--- src/debug_port_pkg.sv ---
// Shared constants for the JTAG debug communication port
package debug_port_pkg;
  localparam int          IR_W          = 4;
  localparam logic [3:0]  IR_CAPTURE    = 4'h1;
  localparam logic [3:0]  OP_PROG       = 4'h5;
  localparam logic [3:0]  OP_COMM       = 4'h8;
  localparam logic [3:0]  OP_INSTR      = 4'h9;
  localparam logic [3:0]  OP_BP         = 4'ha;
  localparam logic [3:0]  OP_CTRL       = 4'hb;
  localparam logic [3:0]  OP_BYPASS     = 4'hf;
  localparam logic [3:0]  OP_PRIV_MASK  = 4'hc;
  localparam logic [3:0]  OP_PRIV_BASE  = 4'h8;

  localparam int          DR_MAX        = 18;
  localparam logic [4:0]  LEN_COMM      = 5'h09;
  localparam logic [4:0]  LEN_INSTR     = 5'h10;
  localparam logic [4:0]  LEN_BP        = 5'h12;
  localparam logic [4:0]  LEN_CTRL      = 5'h06;
  localparam logic [4:0]  LEN_PROG      = 5'h0c;
  localparam logic [4:0]  LEN_BYPASS    = 5'h01;

  localparam int          ADDR_W        = 16;
  localparam int          INSTR_W       = 16;
  localparam int          BP_SLOTS      = 4;

  // Control register: {mode[2:0], flow_break, step_break, access_enable}
  localparam int          CTRL_ACCESS   = 0;
  localparam int          CTRL_STEP     = 1;
  localparam int          CTRL_FLOW     = 2;
  localparam int          CTRL_MODE_LO  = 3;
  localparam logic [5:0]  CTRL_RESET    = 6'h00;
  localparam logic [7:0]  COMM_RESET    = 8'h00;

  // Programming word: {erase, target[1:0], verify, data[7:0]}
  localparam int          PROG_ERASE    = 11;
  localparam int          PROG_TGT_LO   = 9;
  localparam int          PROG_VERIFY   = 8;
  localparam logic [1:0]  TGT_FLASH     = 2'h0;
  localparam logic [1:0]  TGT_EEPROM    = 2'h1;
  localparam logic [1:0]  TGT_FUSE      = 2'h2;
  localparam logic [1:0]  TGT_LOCK      = 2'h3;
  localparam int          FUSE_DEBUG_BIT = 7;
  localparam int          LOCK_ONE_BIT  = 0;
  localparam int          LOCK_TWO_BIT  = 1;

  typedef enum logic [2:0] {
    MODE_4P, MODE_3P1D, MODE_2P2D, MODE_2P_RANGE_P, MODE_2P_RANGE_D
  } bp_mode_t;

  typedef enum logic [3:0] {
    TLR, RTI, SEL_DR, CAP_DR, SH_DR, EX1_DR, PA_DR, EX2_DR, UPD_DR,
    SEL_IR, CAP_IR, SH_IR, EX1_IR, PA_IR, EX2_IR, UPD_IR
  } tap_state_t;
endpackage

--- src/instr_fifo.sv ---
// Instruction word FIFO between debugger side and CPU scan side
`timescale 1ns/1ps
`default_nettype none
module instr_fifo #(
  parameter int WIDTH = 16,
  parameter int DEPTH = 8
) (
  input  wire logic             clk,
  input  wire logic             rst_n,
  input  wire logic             in_valid,
  output logic                  in_ready,
  input  wire logic [WIDTH-1:0] in_data,
  output logic                  out_valid,
  input  wire logic             out_ready,
  output logic      [WIDTH-1:0] out_data
);
  localparam int AW = $clog2(DEPTH);
  logic [WIDTH-1:0] mem [DEPTH];
  logic [AW-1:0]    rd_ptr;
  logic [AW-1:0]    wr_ptr;
  logic [AW:0]      count;
  logic             push;
  logic             pop;

  assign in_ready  = (count != (AW+1)'(DEPTH));
  assign out_valid = (count != '0);
  assign push      = in_valid && in_ready;
  assign pop       = out_valid && out_ready;
  assign out_data  = mem[rd_ptr];

  always_ff @(posedge clk) begin
    if (push) begin
      mem[wr_ptr] <= in_data;
    end
  end

  always_ff @(posedge clk or negedge rst_n) begin
    if (!rst_n) begin
      wr_ptr <= '0;
      rd_ptr <= '0;
      count  <= '0;
    end else begin
      if (push) begin
        wr_ptr <= (wr_ptr == AW'(DEPTH-1)) ? '0 : AW'(wr_ptr + 1'b1);
      end
      if (pop) begin
        rd_ptr <= (rd_ptr == AW'(DEPTH-1)) ? '0 : AW'(rd_ptr + 1'b1);
      end
      if (push && !pop) begin
        count <= (AW+1)'(count + 1'b1);
      end else if (pop && !push) begin
        count <= (AW+1)'(count - 1'b1);
      end
    end
  end
endmodule
`default_nettype wire

--- src/break_unit.sv ---
// Breakpoint comparators, flow-change and single-step break
`timescale 1ns/1ps
`default_nettype none
module break_unit
  import debug_port_pkg::*;
#(
  parameter int AW = 16
) (
  input  wire logic                    clk,
  input  wire logic                    rst_n,
  input  wire logic                    enable,
  input  wire bp_mode_t                mode,
  input  wire logic                    flow_en,
  input  wire logic                    step_en,
  input  wire logic [BP_SLOTS*AW-1:0]  slot_addr,
  input  wire logic [BP_SLOTS-1:0]     slot_arm,
  input  wire logic                    pc_valid,
  input  wire logic [AW-1:0]           pc,
  input  wire logic                    flow_change,
  input  wire logic                    data_valid,
  input  wire logic [AW-1:0]           data_addr,
  output logic                         break_req
);
  logic [BP_SLOTS-1:0] hit;
  logic [AW-1:0]       range_base;
  logic [AW-1:0]       range_mask;
  logic                range_hit_p;
  logic                range_hit_d;

  assign range_base  = slot_addr[2*AW +: AW];
  assign range_mask  = slot_addr[3*AW +: AW];
  assign range_hit_p = pc_valid && ((pc & range_mask) == (range_base & range_mask));
  assign range_hit_d = data_valid && ((data_addr & range_mask) == (range_base & range_mask));

  // Slots 0,1 always program memory; 2,3 follow the mode
  for (genvar i = 0; i < BP_SLOTS; i++) begin : g_slot
    logic is_data;
    logic pc_hit;
    logic dm_hit;
    assign is_data = ((i == 3) && (mode == MODE_3P1D || mode == MODE_2P2D)) ||
                     ((i == 2) && (mode == MODE_2P2D));
    assign pc_hit  = pc_valid && (pc == slot_addr[i*AW +: AW]);
    assign dm_hit  = data_valid && (data_addr == slot_addr[i*AW +: AW]);
    // One driver per bit; slot 3 is the mask in range modes
    assign hit[i] = slot_arm[i] &&
                    (((i >= 2) && (mode == MODE_2P_RANGE_P || mode == MODE_2P_RANGE_D)) ?
                     ((i == 2) && (mode == MODE_2P_RANGE_P ? range_hit_p : range_hit_d)) :
                     (is_data ? dm_hit : pc_hit));
  end

  always_ff @(posedge clk or negedge rst_n) begin
    if (!rst_n) begin
      break_req <= 1'b0;
    end else begin
      break_req <= enable && ((|hit) || (flow_en && flow_change) || (step_en && pc_valid));
    end
  end
endmodule
`default_nettype wire

--- src/jtag_debug_comm_port.sv ---
// Debug port: sampled TAP, private debug instructions, communication register
`timescale 1ns/1ps
`default_nettype none
// How it works
// - Debugger feeds CPU instructions through scan path
// - Flow, step breaks plus four breakpoint slots
// - Slots split as 4P, 3P+1D or 2P+2D
// - Two program breakpoints plus one masked range
// - TAP stays off without its fuse
// - TAP also needs disable bit cleared
// - Debug needs fuse and no lock bit
// - Codes 8 to B are debug instructions
// - CPU write stores byte, sets dirty flag
// - CPU read returns dirty flag in MSB
// - Shared address reaches debug byte when enabled
// - Only TCK, TMS, TDI, TDO are used
// - Program and verify flash, EEPROM, fuses, locks
// - Lock bit 0 or 1 set refuses debug fuse until erase
module jtag_debug_comm_port
  import debug_port_pkg::*;
#(
  parameter int LOCK_W = 6,
  parameter int FIFO_DEPTH = 8
) (
  input  wire logic               clk,
  input  wire logic               rst_n,
  input  wire logic               tck,
  input  wire logic               tms,
  input  wire logic               tdi,
  output logic                    tdo,
  output logic                    tdo_oe,
  input  wire logic               tap_enable_fuse,
  input  wire logic               debug_enable_fuse,
  input  wire logic               tap_disable_bit,
  input  wire logic [LOCK_W-1:0]  lock_bits,
  input  wire logic               cpu_io_sel,
  input  wire logic               cpu_io_wr,
  input  wire logic               cpu_io_rd,
  input  wire logic [7:0]         cpu_io_wdata,
  output logic      [7:0]         cpu_io_rdata,
  output logic                    shared_io_wr,
  output logic                    shared_io_rd,
  input  wire logic [7:0]         shared_io_rdata,
  output logic                    cpu_instr_valid,
  input  wire logic               cpu_instr_ready,
  output logic      [INSTR_W-1:0] cpu_instr,
  input  wire logic               pc_valid,
  input  wire logic [ADDR_W-1:0]  pc,
  input  wire logic               flow_change,
  input  wire logic               data_valid,
  input  wire logic [ADDR_W-1:0]  data_addr,
  output logic                    cpu_break,
  output logic                    prog_req,
  output logic                    prog_erase,
  output logic      [1:0]         prog_target,
  output logic                    prog_verify,
  output logic      [7:0]         prog_data,
  output logic                    prog_refused
);
  logic                 tck_s1, tck_s2, tck_s3;
  logic                 tms_s1, tms_s2;
  logic                 tdi_s1, tdi_s2;
  logic                 tck_rise, tck_fall;
  logic                 tap_on;
  logic                 debug_ok;
  tap_state_t           state, next_state;
  logic [IR_W-1:0]      ir_sh;
  logic [IR_W-1:0]      ir;
  logic [IR_W-1:0]      ir_eff;
  logic [DR_MAX-1:0]    dr;
  logic [DR_MAX-1:0]    next_dr;
  logic [DR_MAX-1:0]    cap_val;
  logic [4:0]           dr_len;
  logic [7:0]           comm_byte;
  logic                 debug_reg_dirty_flag;
  logic                 dbg_clear;
  logic                 dbg_hit;
  logic [5:0]           ctrl;
  logic [BP_SLOTS*ADDR_W-1:0] slot_addr;
  logic [BP_SLOTS-1:0]  slot_arm;
  logic                 erased;
  logic                 fifo_in_valid;
  logic                 fifo_in_ready;
  logic                 upd_dr;
  logic                 fuse_locked_write;

  // Link pins sampled into clk domain
  always_ff @(posedge clk or negedge rst_n) begin
    if (!rst_n) begin
      {tck_s1, tck_s2, tck_s3} <= 3'h0;
      {tms_s1, tms_s2} <= 2'h3;
      {tdi_s1, tdi_s2} <= 2'h0;
    end else begin
      tck_s1 <= tck;
      tck_s2 <= tck_s1;
      tck_s3 <= tck_s2;
      tms_s1 <= tms;
      tms_s2 <= tms_s1;
      tdi_s1 <= tdi;
      tdi_s2 <= tdi_s1;
    end
  end
  assign tck_rise = tck_s2 && !tck_s3;
  assign tck_fall = !tck_s2 && tck_s3;

  assign tap_on   = tap_enable_fuse && !tap_disable_bit;
  assign debug_ok = debug_enable_fuse && !(|lock_bits);
  // Private codes fall back to bypass when debug is locked out
  assign ir_eff   = ((ir & OP_PRIV_MASK) == OP_PRIV_BASE && !debug_ok) ? OP_BYPASS : ir;

  always_comb begin
    next_state = state;
    case (state)
      TLR:     next_state = tms_s2 ? TLR : RTI;
      RTI:     next_state = tms_s2 ? SEL_DR : RTI;
      SEL_DR:  next_state = tms_s2 ? SEL_IR : CAP_DR;
      CAP_DR:  next_state = tms_s2 ? EX1_DR : SH_DR;
      SH_DR:   next_state = tms_s2 ? EX1_DR : SH_DR;
      EX1_DR:  next_state = tms_s2 ? UPD_DR : PA_DR;
      PA_DR:   next_state = tms_s2 ? EX2_DR : PA_DR;
      EX2_DR:  next_state = tms_s2 ? UPD_DR : SH_DR;
      UPD_DR:  next_state = tms_s2 ? SEL_DR : RTI;
      SEL_IR:  next_state = tms_s2 ? TLR : CAP_IR;
      CAP_IR:  next_state = tms_s2 ? EX1_IR : SH_IR;
      SH_IR:   next_state = tms_s2 ? EX1_IR : SH_IR;
      EX1_IR:  next_state = tms_s2 ? UPD_IR : PA_IR;
      PA_IR:   next_state = tms_s2 ? EX2_IR : PA_IR;
      EX2_IR:  next_state = tms_s2 ? UPD_IR : SH_IR;
      UPD_IR:  next_state = tms_s2 ? SEL_DR : RTI;
      default: next_state = TLR;
    endcase
  end

  always_ff @(posedge clk or negedge rst_n) begin
    if (!rst_n) begin
      state <= TLR;
    end else if (!tap_on) begin
      state <= TLR;
    end else if (tck_rise) begin
      state <= next_state;
    end
  end

  // Instruction register
  always_ff @(posedge clk or negedge rst_n) begin
    if (!rst_n) begin
      ir_sh <= IR_CAPTURE;
      ir    <= OP_BYPASS;
    end else if (!tap_on || state == TLR) begin
      ir    <= OP_BYPASS;
      ir_sh <= IR_CAPTURE;
    end else if (tck_rise) begin
      if (state == CAP_IR) begin
        ir_sh <= IR_CAPTURE;
      end else if (state == SH_IR) begin
        ir_sh <= {tdi_s2, ir_sh[IR_W-1:1]};
      end else if (state == UPD_IR) begin
        ir <= ir_sh;
      end
    end
  end

  // Data register length and capture value per instruction
  always_comb begin
    dr_len  = LEN_BYPASS;
    cap_val = '0;
    case (ir_eff)
      OP_COMM: begin
        dr_len  = LEN_COMM;
        cap_val = DR_MAX'({debug_reg_dirty_flag, comm_byte});
      end
      OP_INSTR: begin
        dr_len  = LEN_INSTR;
        cap_val = DR_MAX'(fifo_in_ready);
      end
      OP_BP:   dr_len = LEN_BP;
      OP_CTRL: begin
        dr_len  = LEN_CTRL;
        cap_val = DR_MAX'(ctrl);
      end
      OP_PROG: begin
        dr_len  = LEN_PROG;
        cap_val = DR_MAX'({erased, prog_refused});
      end
      default: dr_len = LEN_BYPASS;
    endcase
  end

  // Shift enters at the top of the selected length
  always_comb begin
    next_dr = '0;
    for (int i = 0; i < DR_MAX; i++) begin
      if (5'(i) == dr_len - 5'h01) begin
        next_dr[i] = tdi_s2;
      end else if (5'(i) < dr_len - 5'h01) begin
        next_dr[i] = dr[i+1];
      end
    end
  end

  always_ff @(posedge clk or negedge rst_n) begin
    if (!rst_n) begin
      dr <= '0;
    end else if (tck_rise && state == CAP_DR) begin
      dr <= cap_val;
    end else if (tck_rise && state == SH_DR) begin
      dr <= next_dr;
    end
  end

  always_ff @(posedge clk or negedge rst_n) begin
    if (!rst_n) begin
      tdo    <= 1'b0;
      tdo_oe <= 1'b0;
    end else if (tck_fall) begin
      tdo    <= (state == SH_IR) ? ir_sh[0] : dr[0];
      tdo_oe <= tap_on && (state == SH_IR || state == SH_DR);
    end else if (!tap_on) begin
      tdo_oe <= 1'b0;
    end
  end

  assign upd_dr = tck_rise && tap_on && state == UPD_DR;

  // Debugger-side control, breakpoint slots
  always_ff @(posedge clk or negedge rst_n) begin
    if (!rst_n) begin
      ctrl      <= CTRL_RESET;
      slot_addr <= '0;
      slot_arm  <= '0;
    end else if (!debug_ok) begin
      ctrl     <= CTRL_RESET;
      slot_arm <= '0;
    end else if (upd_dr && ir_eff == OP_CTRL) begin
      ctrl <= dr[5:0];
    end else if (upd_dr && ir_eff == OP_BP) begin
      slot_addr[dr[17:16]*ADDR_W +: ADDR_W] <= dr[15:0];
      slot_arm[dr[17:16]] <= 1'b1;
    end
  end

  // Instruction words into the CPU scan path
  assign fifo_in_valid = upd_dr && ir_eff == OP_INSTR;
  instr_fifo #(
    .WIDTH (INSTR_W),
    .DEPTH (FIFO_DEPTH)
  ) u_fifo (
    .clk       (clk),
    .rst_n     (rst_n),
    .in_valid  (fifo_in_valid),
    .in_ready  (fifo_in_ready),
    .in_data   (dr[INSTR_W-1:0]),
    .out_valid (cpu_instr_valid),
    .out_ready (cpu_instr_ready),
    .out_data  (cpu_instr)
  );

  break_unit #(
    .AW (ADDR_W)
  ) u_break (
    .clk         (clk),
    .rst_n       (rst_n),
    .enable      (debug_ok),
    .mode        (bp_mode_t'(ctrl[CTRL_MODE_LO +: 3])),
    .flow_en     (ctrl[CTRL_FLOW]),
    .step_en     (ctrl[CTRL_STEP]),
    .slot_addr   (slot_addr),
    .slot_arm    (slot_arm),
    .pc_valid    (pc_valid),
    .pc          (pc),
    .flow_change (flow_change),
    .data_valid  (data_valid),
    .data_addr   (data_addr),
    .break_req   (cpu_break)
  );

  // CPU side of the communication register
  assign dbg_hit      = cpu_io_sel && debug_enable_fuse && ctrl[CTRL_ACCESS];
  assign shared_io_wr = cpu_io_sel && cpu_io_wr && !dbg_hit;
  assign shared_io_rd = cpu_io_sel && cpu_io_rd && !dbg_hit;
  assign dbg_clear    = upd_dr && ir_eff == OP_COMM;

  always_ff @(posedge clk or negedge rst_n) begin
    if (!rst_n) begin
      comm_byte <= COMM_RESET;
    end else if (dbg_hit && cpu_io_wr) begin
      comm_byte <= cpu_io_wdata;
    end
  end

  // CPU write wins over a simultaneous debugger clear
  always_ff @(posedge clk or negedge rst_n) begin
    if (!rst_n) begin
      debug_reg_dirty_flag <= 1'b0;
    end else if (dbg_hit && cpu_io_wr) begin
      debug_reg_dirty_flag <= 1'b1;
    end else if (dbg_clear) begin
      debug_reg_dirty_flag <= 1'b0;
    end
  end

  always_ff @(posedge clk or negedge rst_n) begin
    if (!rst_n) begin
      cpu_io_rdata <= 8'h00;
    end else if (cpu_io_sel && cpu_io_rd) begin
      cpu_io_rdata <= dbg_hit ? {debug_reg_dirty_flag, comm_byte[6:0]} : shared_io_rdata;
    end
  end

  // Programming requests
  assign fuse_locked_write = dr[PROG_TGT_LO +: 2] == TGT_FUSE && !dr[PROG_VERIFY] && dr[FUSE_DEBUG_BIT] &&
                             (lock_bits[LOCK_ONE_BIT] || lock_bits[LOCK_TWO_BIT]) && !erased;

  always_ff @(posedge clk or negedge rst_n) begin
    if (!rst_n) begin
      prog_req     <= 1'b0;
      prog_erase   <= 1'b0;
      prog_target  <= TGT_FLASH;
      prog_verify  <= 1'b0;
      prog_data    <= 8'h00;
      prog_refused <= 1'b0;
    end else begin
      prog_req <= 1'b0;
      if (upd_dr && ir_eff == OP_PROG) begin
        prog_refused <= fuse_locked_write;
        prog_req     <= !fuse_locked_write;
        prog_erase   <= dr[PROG_ERASE];
        prog_target  <= dr[PROG_TGT_LO +: 2];
        prog_verify  <= dr[PROG_VERIFY];
        prog_data    <= dr[7:0];
      end
    end
  end

  always_ff @(posedge clk or negedge rst_n) begin
    if (!rst_n) begin
      erased <= 1'b0;
    end else if (upd_dr && ir_eff == OP_PROG && dr[PROG_ERASE]) begin
      erased <= 1'b1;
    end
  end
endmodule
`default_nettype wire

--- config.mk ---
export PLATFORM = sky130hd
export DESIGN_NAME = jtag_debug_comm_port
export DESIGN_NICKNAME = d
export VERILOG_FILES = /design/src/debug_port_pkg.sv /design/src/instr_fifo.sv /design/src/break_unit.sv /design/src/jtag_debug_comm_port.sv
export SDC_FILE = /design/constraint.sdc
export NUM_CORES = 1
export LEC_CHECK = 0
export ABC_AREA = 1
export ABC_CLOCK_PERIOD_IN_PS = 3800
export BUFFER_PORTS_ARGS = -buffer_cell sky130_fd_sc_hd__buf_2
export CAP_MARGIN = 20
export CORE_MARGIN = 2
export CORE_UTILIZATION = 61
export CTS_CLUSTER_SIZE = 14
export DETAILED_ROUTE_END_ITERATION = 6
export GPL_TIMING_DRIVEN = 1
export PLACE_DENSITY = 0.81
export SLEW_MARGIN = 20
export SYNTH_ARGS = -nofsm -noshare
export SYNTH_HDL_FRONTEND = slang
export SYNTH_SLANG_ARGS = --single-unit
--- constraint.sdc ---
create_clock -name clk -period 3.8 [get_ports clk]
set_clock_uncertainty 0.15 [all_clocks]
set_input_delay 0.19 -clock clk [delete_from_list [all_inputs] [get_ports clk]]
set_output_delay 0.19 -clock clk [all_outputs]
set_load 0.005 [all_outputs]
==> metrics.txt <==
Mapped Area 14820 um^2; 1st-pass router iterations 6; clk root buf clkbuf_16; pin count of the biggest net entering global routing 87; max incr delay on CP 570 ps; nets@finish 1962; status completed; FILL cells 1901; RSZ-0062 raised after global routing no; via count 12800; Final WS setup 525.1 ps; Hold Crit Start cpu_io_rd; post-route setup TNS 0 ps; CTS Buf Count 30; syn avg cell area 8.735 um^2; post-synth net total 1817; gr ovfl total 0; DRT antenna net count 0; Reg2Reg Setup Slack 670 ps; Clock Sinks 284; worst slew pin tran 863.8 ps; worst-case clock buffer depth 3; cell family with most CP delay buffers and inverters; Slew Limit Fails 0; period utilization 0.8618; # IOs 113; initial antenna violation count 0; R2R Path Start ir[3]; Yosys reg bits 284; Post-synth EDFFs 128; CTS tree done; Core Area 24110 um^2; dpl hpwl 27930 um; Routability Congestion 0.9762; CP Data Required Time 4080 ps; worst hold path type input pin to flop; Area growth syn-to-layout 15.49%; Data arrival, critical path 3560 ps; crit-path max FO 6; Die ar. 25560 um^2; pre-CTS setup slack 760.7 ps; Clock Latency Late Sink 550 ps; async set-reset flop share out of synthesis 0.5493; Max stage delay cell, worst path dlygate4sd3_1; Slew HR 0.4241; Max Fclk 305.4 MHz; Final Hold Vio Count 0; CP Cell Sequence dlygate4sd3_1, buf_2, nor2_1, dlygate4sd3_1, inv_1, nor2_1, nand2_2, nor2_1, ha_1, inv_1, ha_1, a21o_1, a21oi_1, nand2_1, nand2_1, nor2_1, xor2_1; Worst-path clk slew 60 ps; die width 159.9 um; Total GRT Usage 0.3244; pwr dens 381.4 nW/um^2; Critical path buffers and inverters 5; most common cell after layout, fill and taps aside nand2_1; vias in the first global route 12577; Top cell by count, worst path nor2_1; synth warn 0; Initial DRC Count 1298; IO buf count 112; kind of end point of the critical path flop; worst setup path start tap_disable_bit; dominant synthesized flop cell dfrtp_1; share of cells above drive strength 1 0.1334; min cycle time layout 3275 ps; Syn Inst Count 1697; H-tree Lvls 1; Post-route DRC 0; post-route cell area 17120 um^2; Final Util 0.7102; Routed WL 41480 um; Final Power 6529 uW; sequential area share after synthesis 0.5233; global-route wire length before repair 65560 um; synth unique cells 50; post-cts sizing count 0; Leakage Power 0.007421 uW; ant diodes 0; commonest cells after routing, fill and taps aside nand2_1, nor2_1, inv_1, o21ai_0, dfrtp_1; max_cap viols 0; Avg WL per Cell 18.94 um; Peak VDD IR 347.0 uV; Critical Path Source Type input pin; die height 159.9 um; Initial Util 0.6149; area post-placement 15770 um^2; FP Rows 57; critical path class input pin to flop; Via-to-Cell Ratio 5.845; Setup violations, final 0
[through the flow]
| step | hold slack (ps) | std cells |
|---|---|---|
| after CTS | 44.78 | 2190 |
| after global routing | 97.95 | 2190 |
| after global placement | 145.2 | 2102 |
| final | 89.50 | 2190 |
| after detailed placement | 147.6 | 2102 |
| after floorplan | -255.6 | 1697 |
[worst reg2reg max path, delay by kind of cell, from the launching register on]
kind                       cells  cell delay, ps
DFF                            1             530
adders and majority gates      1             560
and+or+nand+nor                9            1320
buffers and inverters          3             460
[sequential cells by signal, summed over array words and instances, names as in the netlist, 6 cells and up]
register,cells
u_fifo.mem,128
slot_addr,64
dr,18
comm_byte,8
cpu_io_rdata,8
prog_data,8
ctrl,6
[kinds of logic after synthesis]
| group | count (synthesis) | share of synthesized area |
|---|---|---|
| XOR/XNOR | 41 | 0.02423 |
| AO/OA/AOI/OAI | 307 | 0.1156 |
| multiplexers | 4 | 0.002701 |
| flip-flops | 284 | 0.5233 |
| AND/OR/NAND/NOR | 768 | 0.2263 |
| adder cells (fa/ha/maj) | 51 | 0.04356 |
| buffers and inverters | 242 | 0.06432 |
[power breakdown]
group          switching (uW)  internal [uW]
logic                     166            103
clock network            1220           1780
registers                32.8           3220
total                    1420           5110
[path summary, 6_finish.rpt]
check                              endpoint  depth (start not counted)
max                         u_fifo.count[3]                         17
min                         cpu_io_rdata[6]                          4
max reg2reg                          dr[12]                         13
min reg2reg                          tms_s2                          0
max in group asynchronous            tms_s1                          3
min in group asynchronous  u_fifo.rd_ptr[1]                          2
[Yosys cell counts, types with 6 or more instances]
master    instances  area, um^2
nand2_1         321        1205
nor2_1          274        1028
inv_1           186       698.2
o21ai_0         171       855.8
dfrtp_1         149        3729
edfxtp_1        128        3844
nand3_1          66       330.3
ha_1             50       625.6
a31oi_1          42       262.8
clkbuf_1         37       138.9
xnor2_1          37       324.1
o22ai_1          36       225.2
a21oi_1          34       170.2
nand4_1          28       175.2
nor3_1           24       120.1
nand2_2          10       62.56
or2_2             8       50.05
dfstp_2           7       183.9
o41ai_1           7       61.31
nor2_4            6       67.56
[area by class of cell]
| class | count | area (um^2) | area share |
|---|---|---|---|
| tap | 324 | 405.4 | 0.02368 |
| multi-input combinational | 1171 | 6153 | 0.3595 |
| clock inverter | 21 | 226.5 | 0.01323 |
| sequential | 284 | 7757 | 0.4532 |
| inverter | 192 | 720.7 | 0.04210 |
| clock buffer | 35 | 800.8 | 0.04678 |
| timing repair buffer | 163 | 1055 | 0.06161 |
[timing repair]
action / in CTS / in global routing
hold endpoints to repair: 118 / 0
setup buffers: 0 / 0
hold buffers: 32 / 0
[per-layer routing]
layer	vias up	track usage	wire, um
li1	5962	-	-
met1	6052	0.4460	16970
met2	673	0.5230	19170
met3	113	0.05403	3714
met4	0	0.1249	1620
met5	-	0	0
Note: power is estimated with default switching activity, not from simulation.
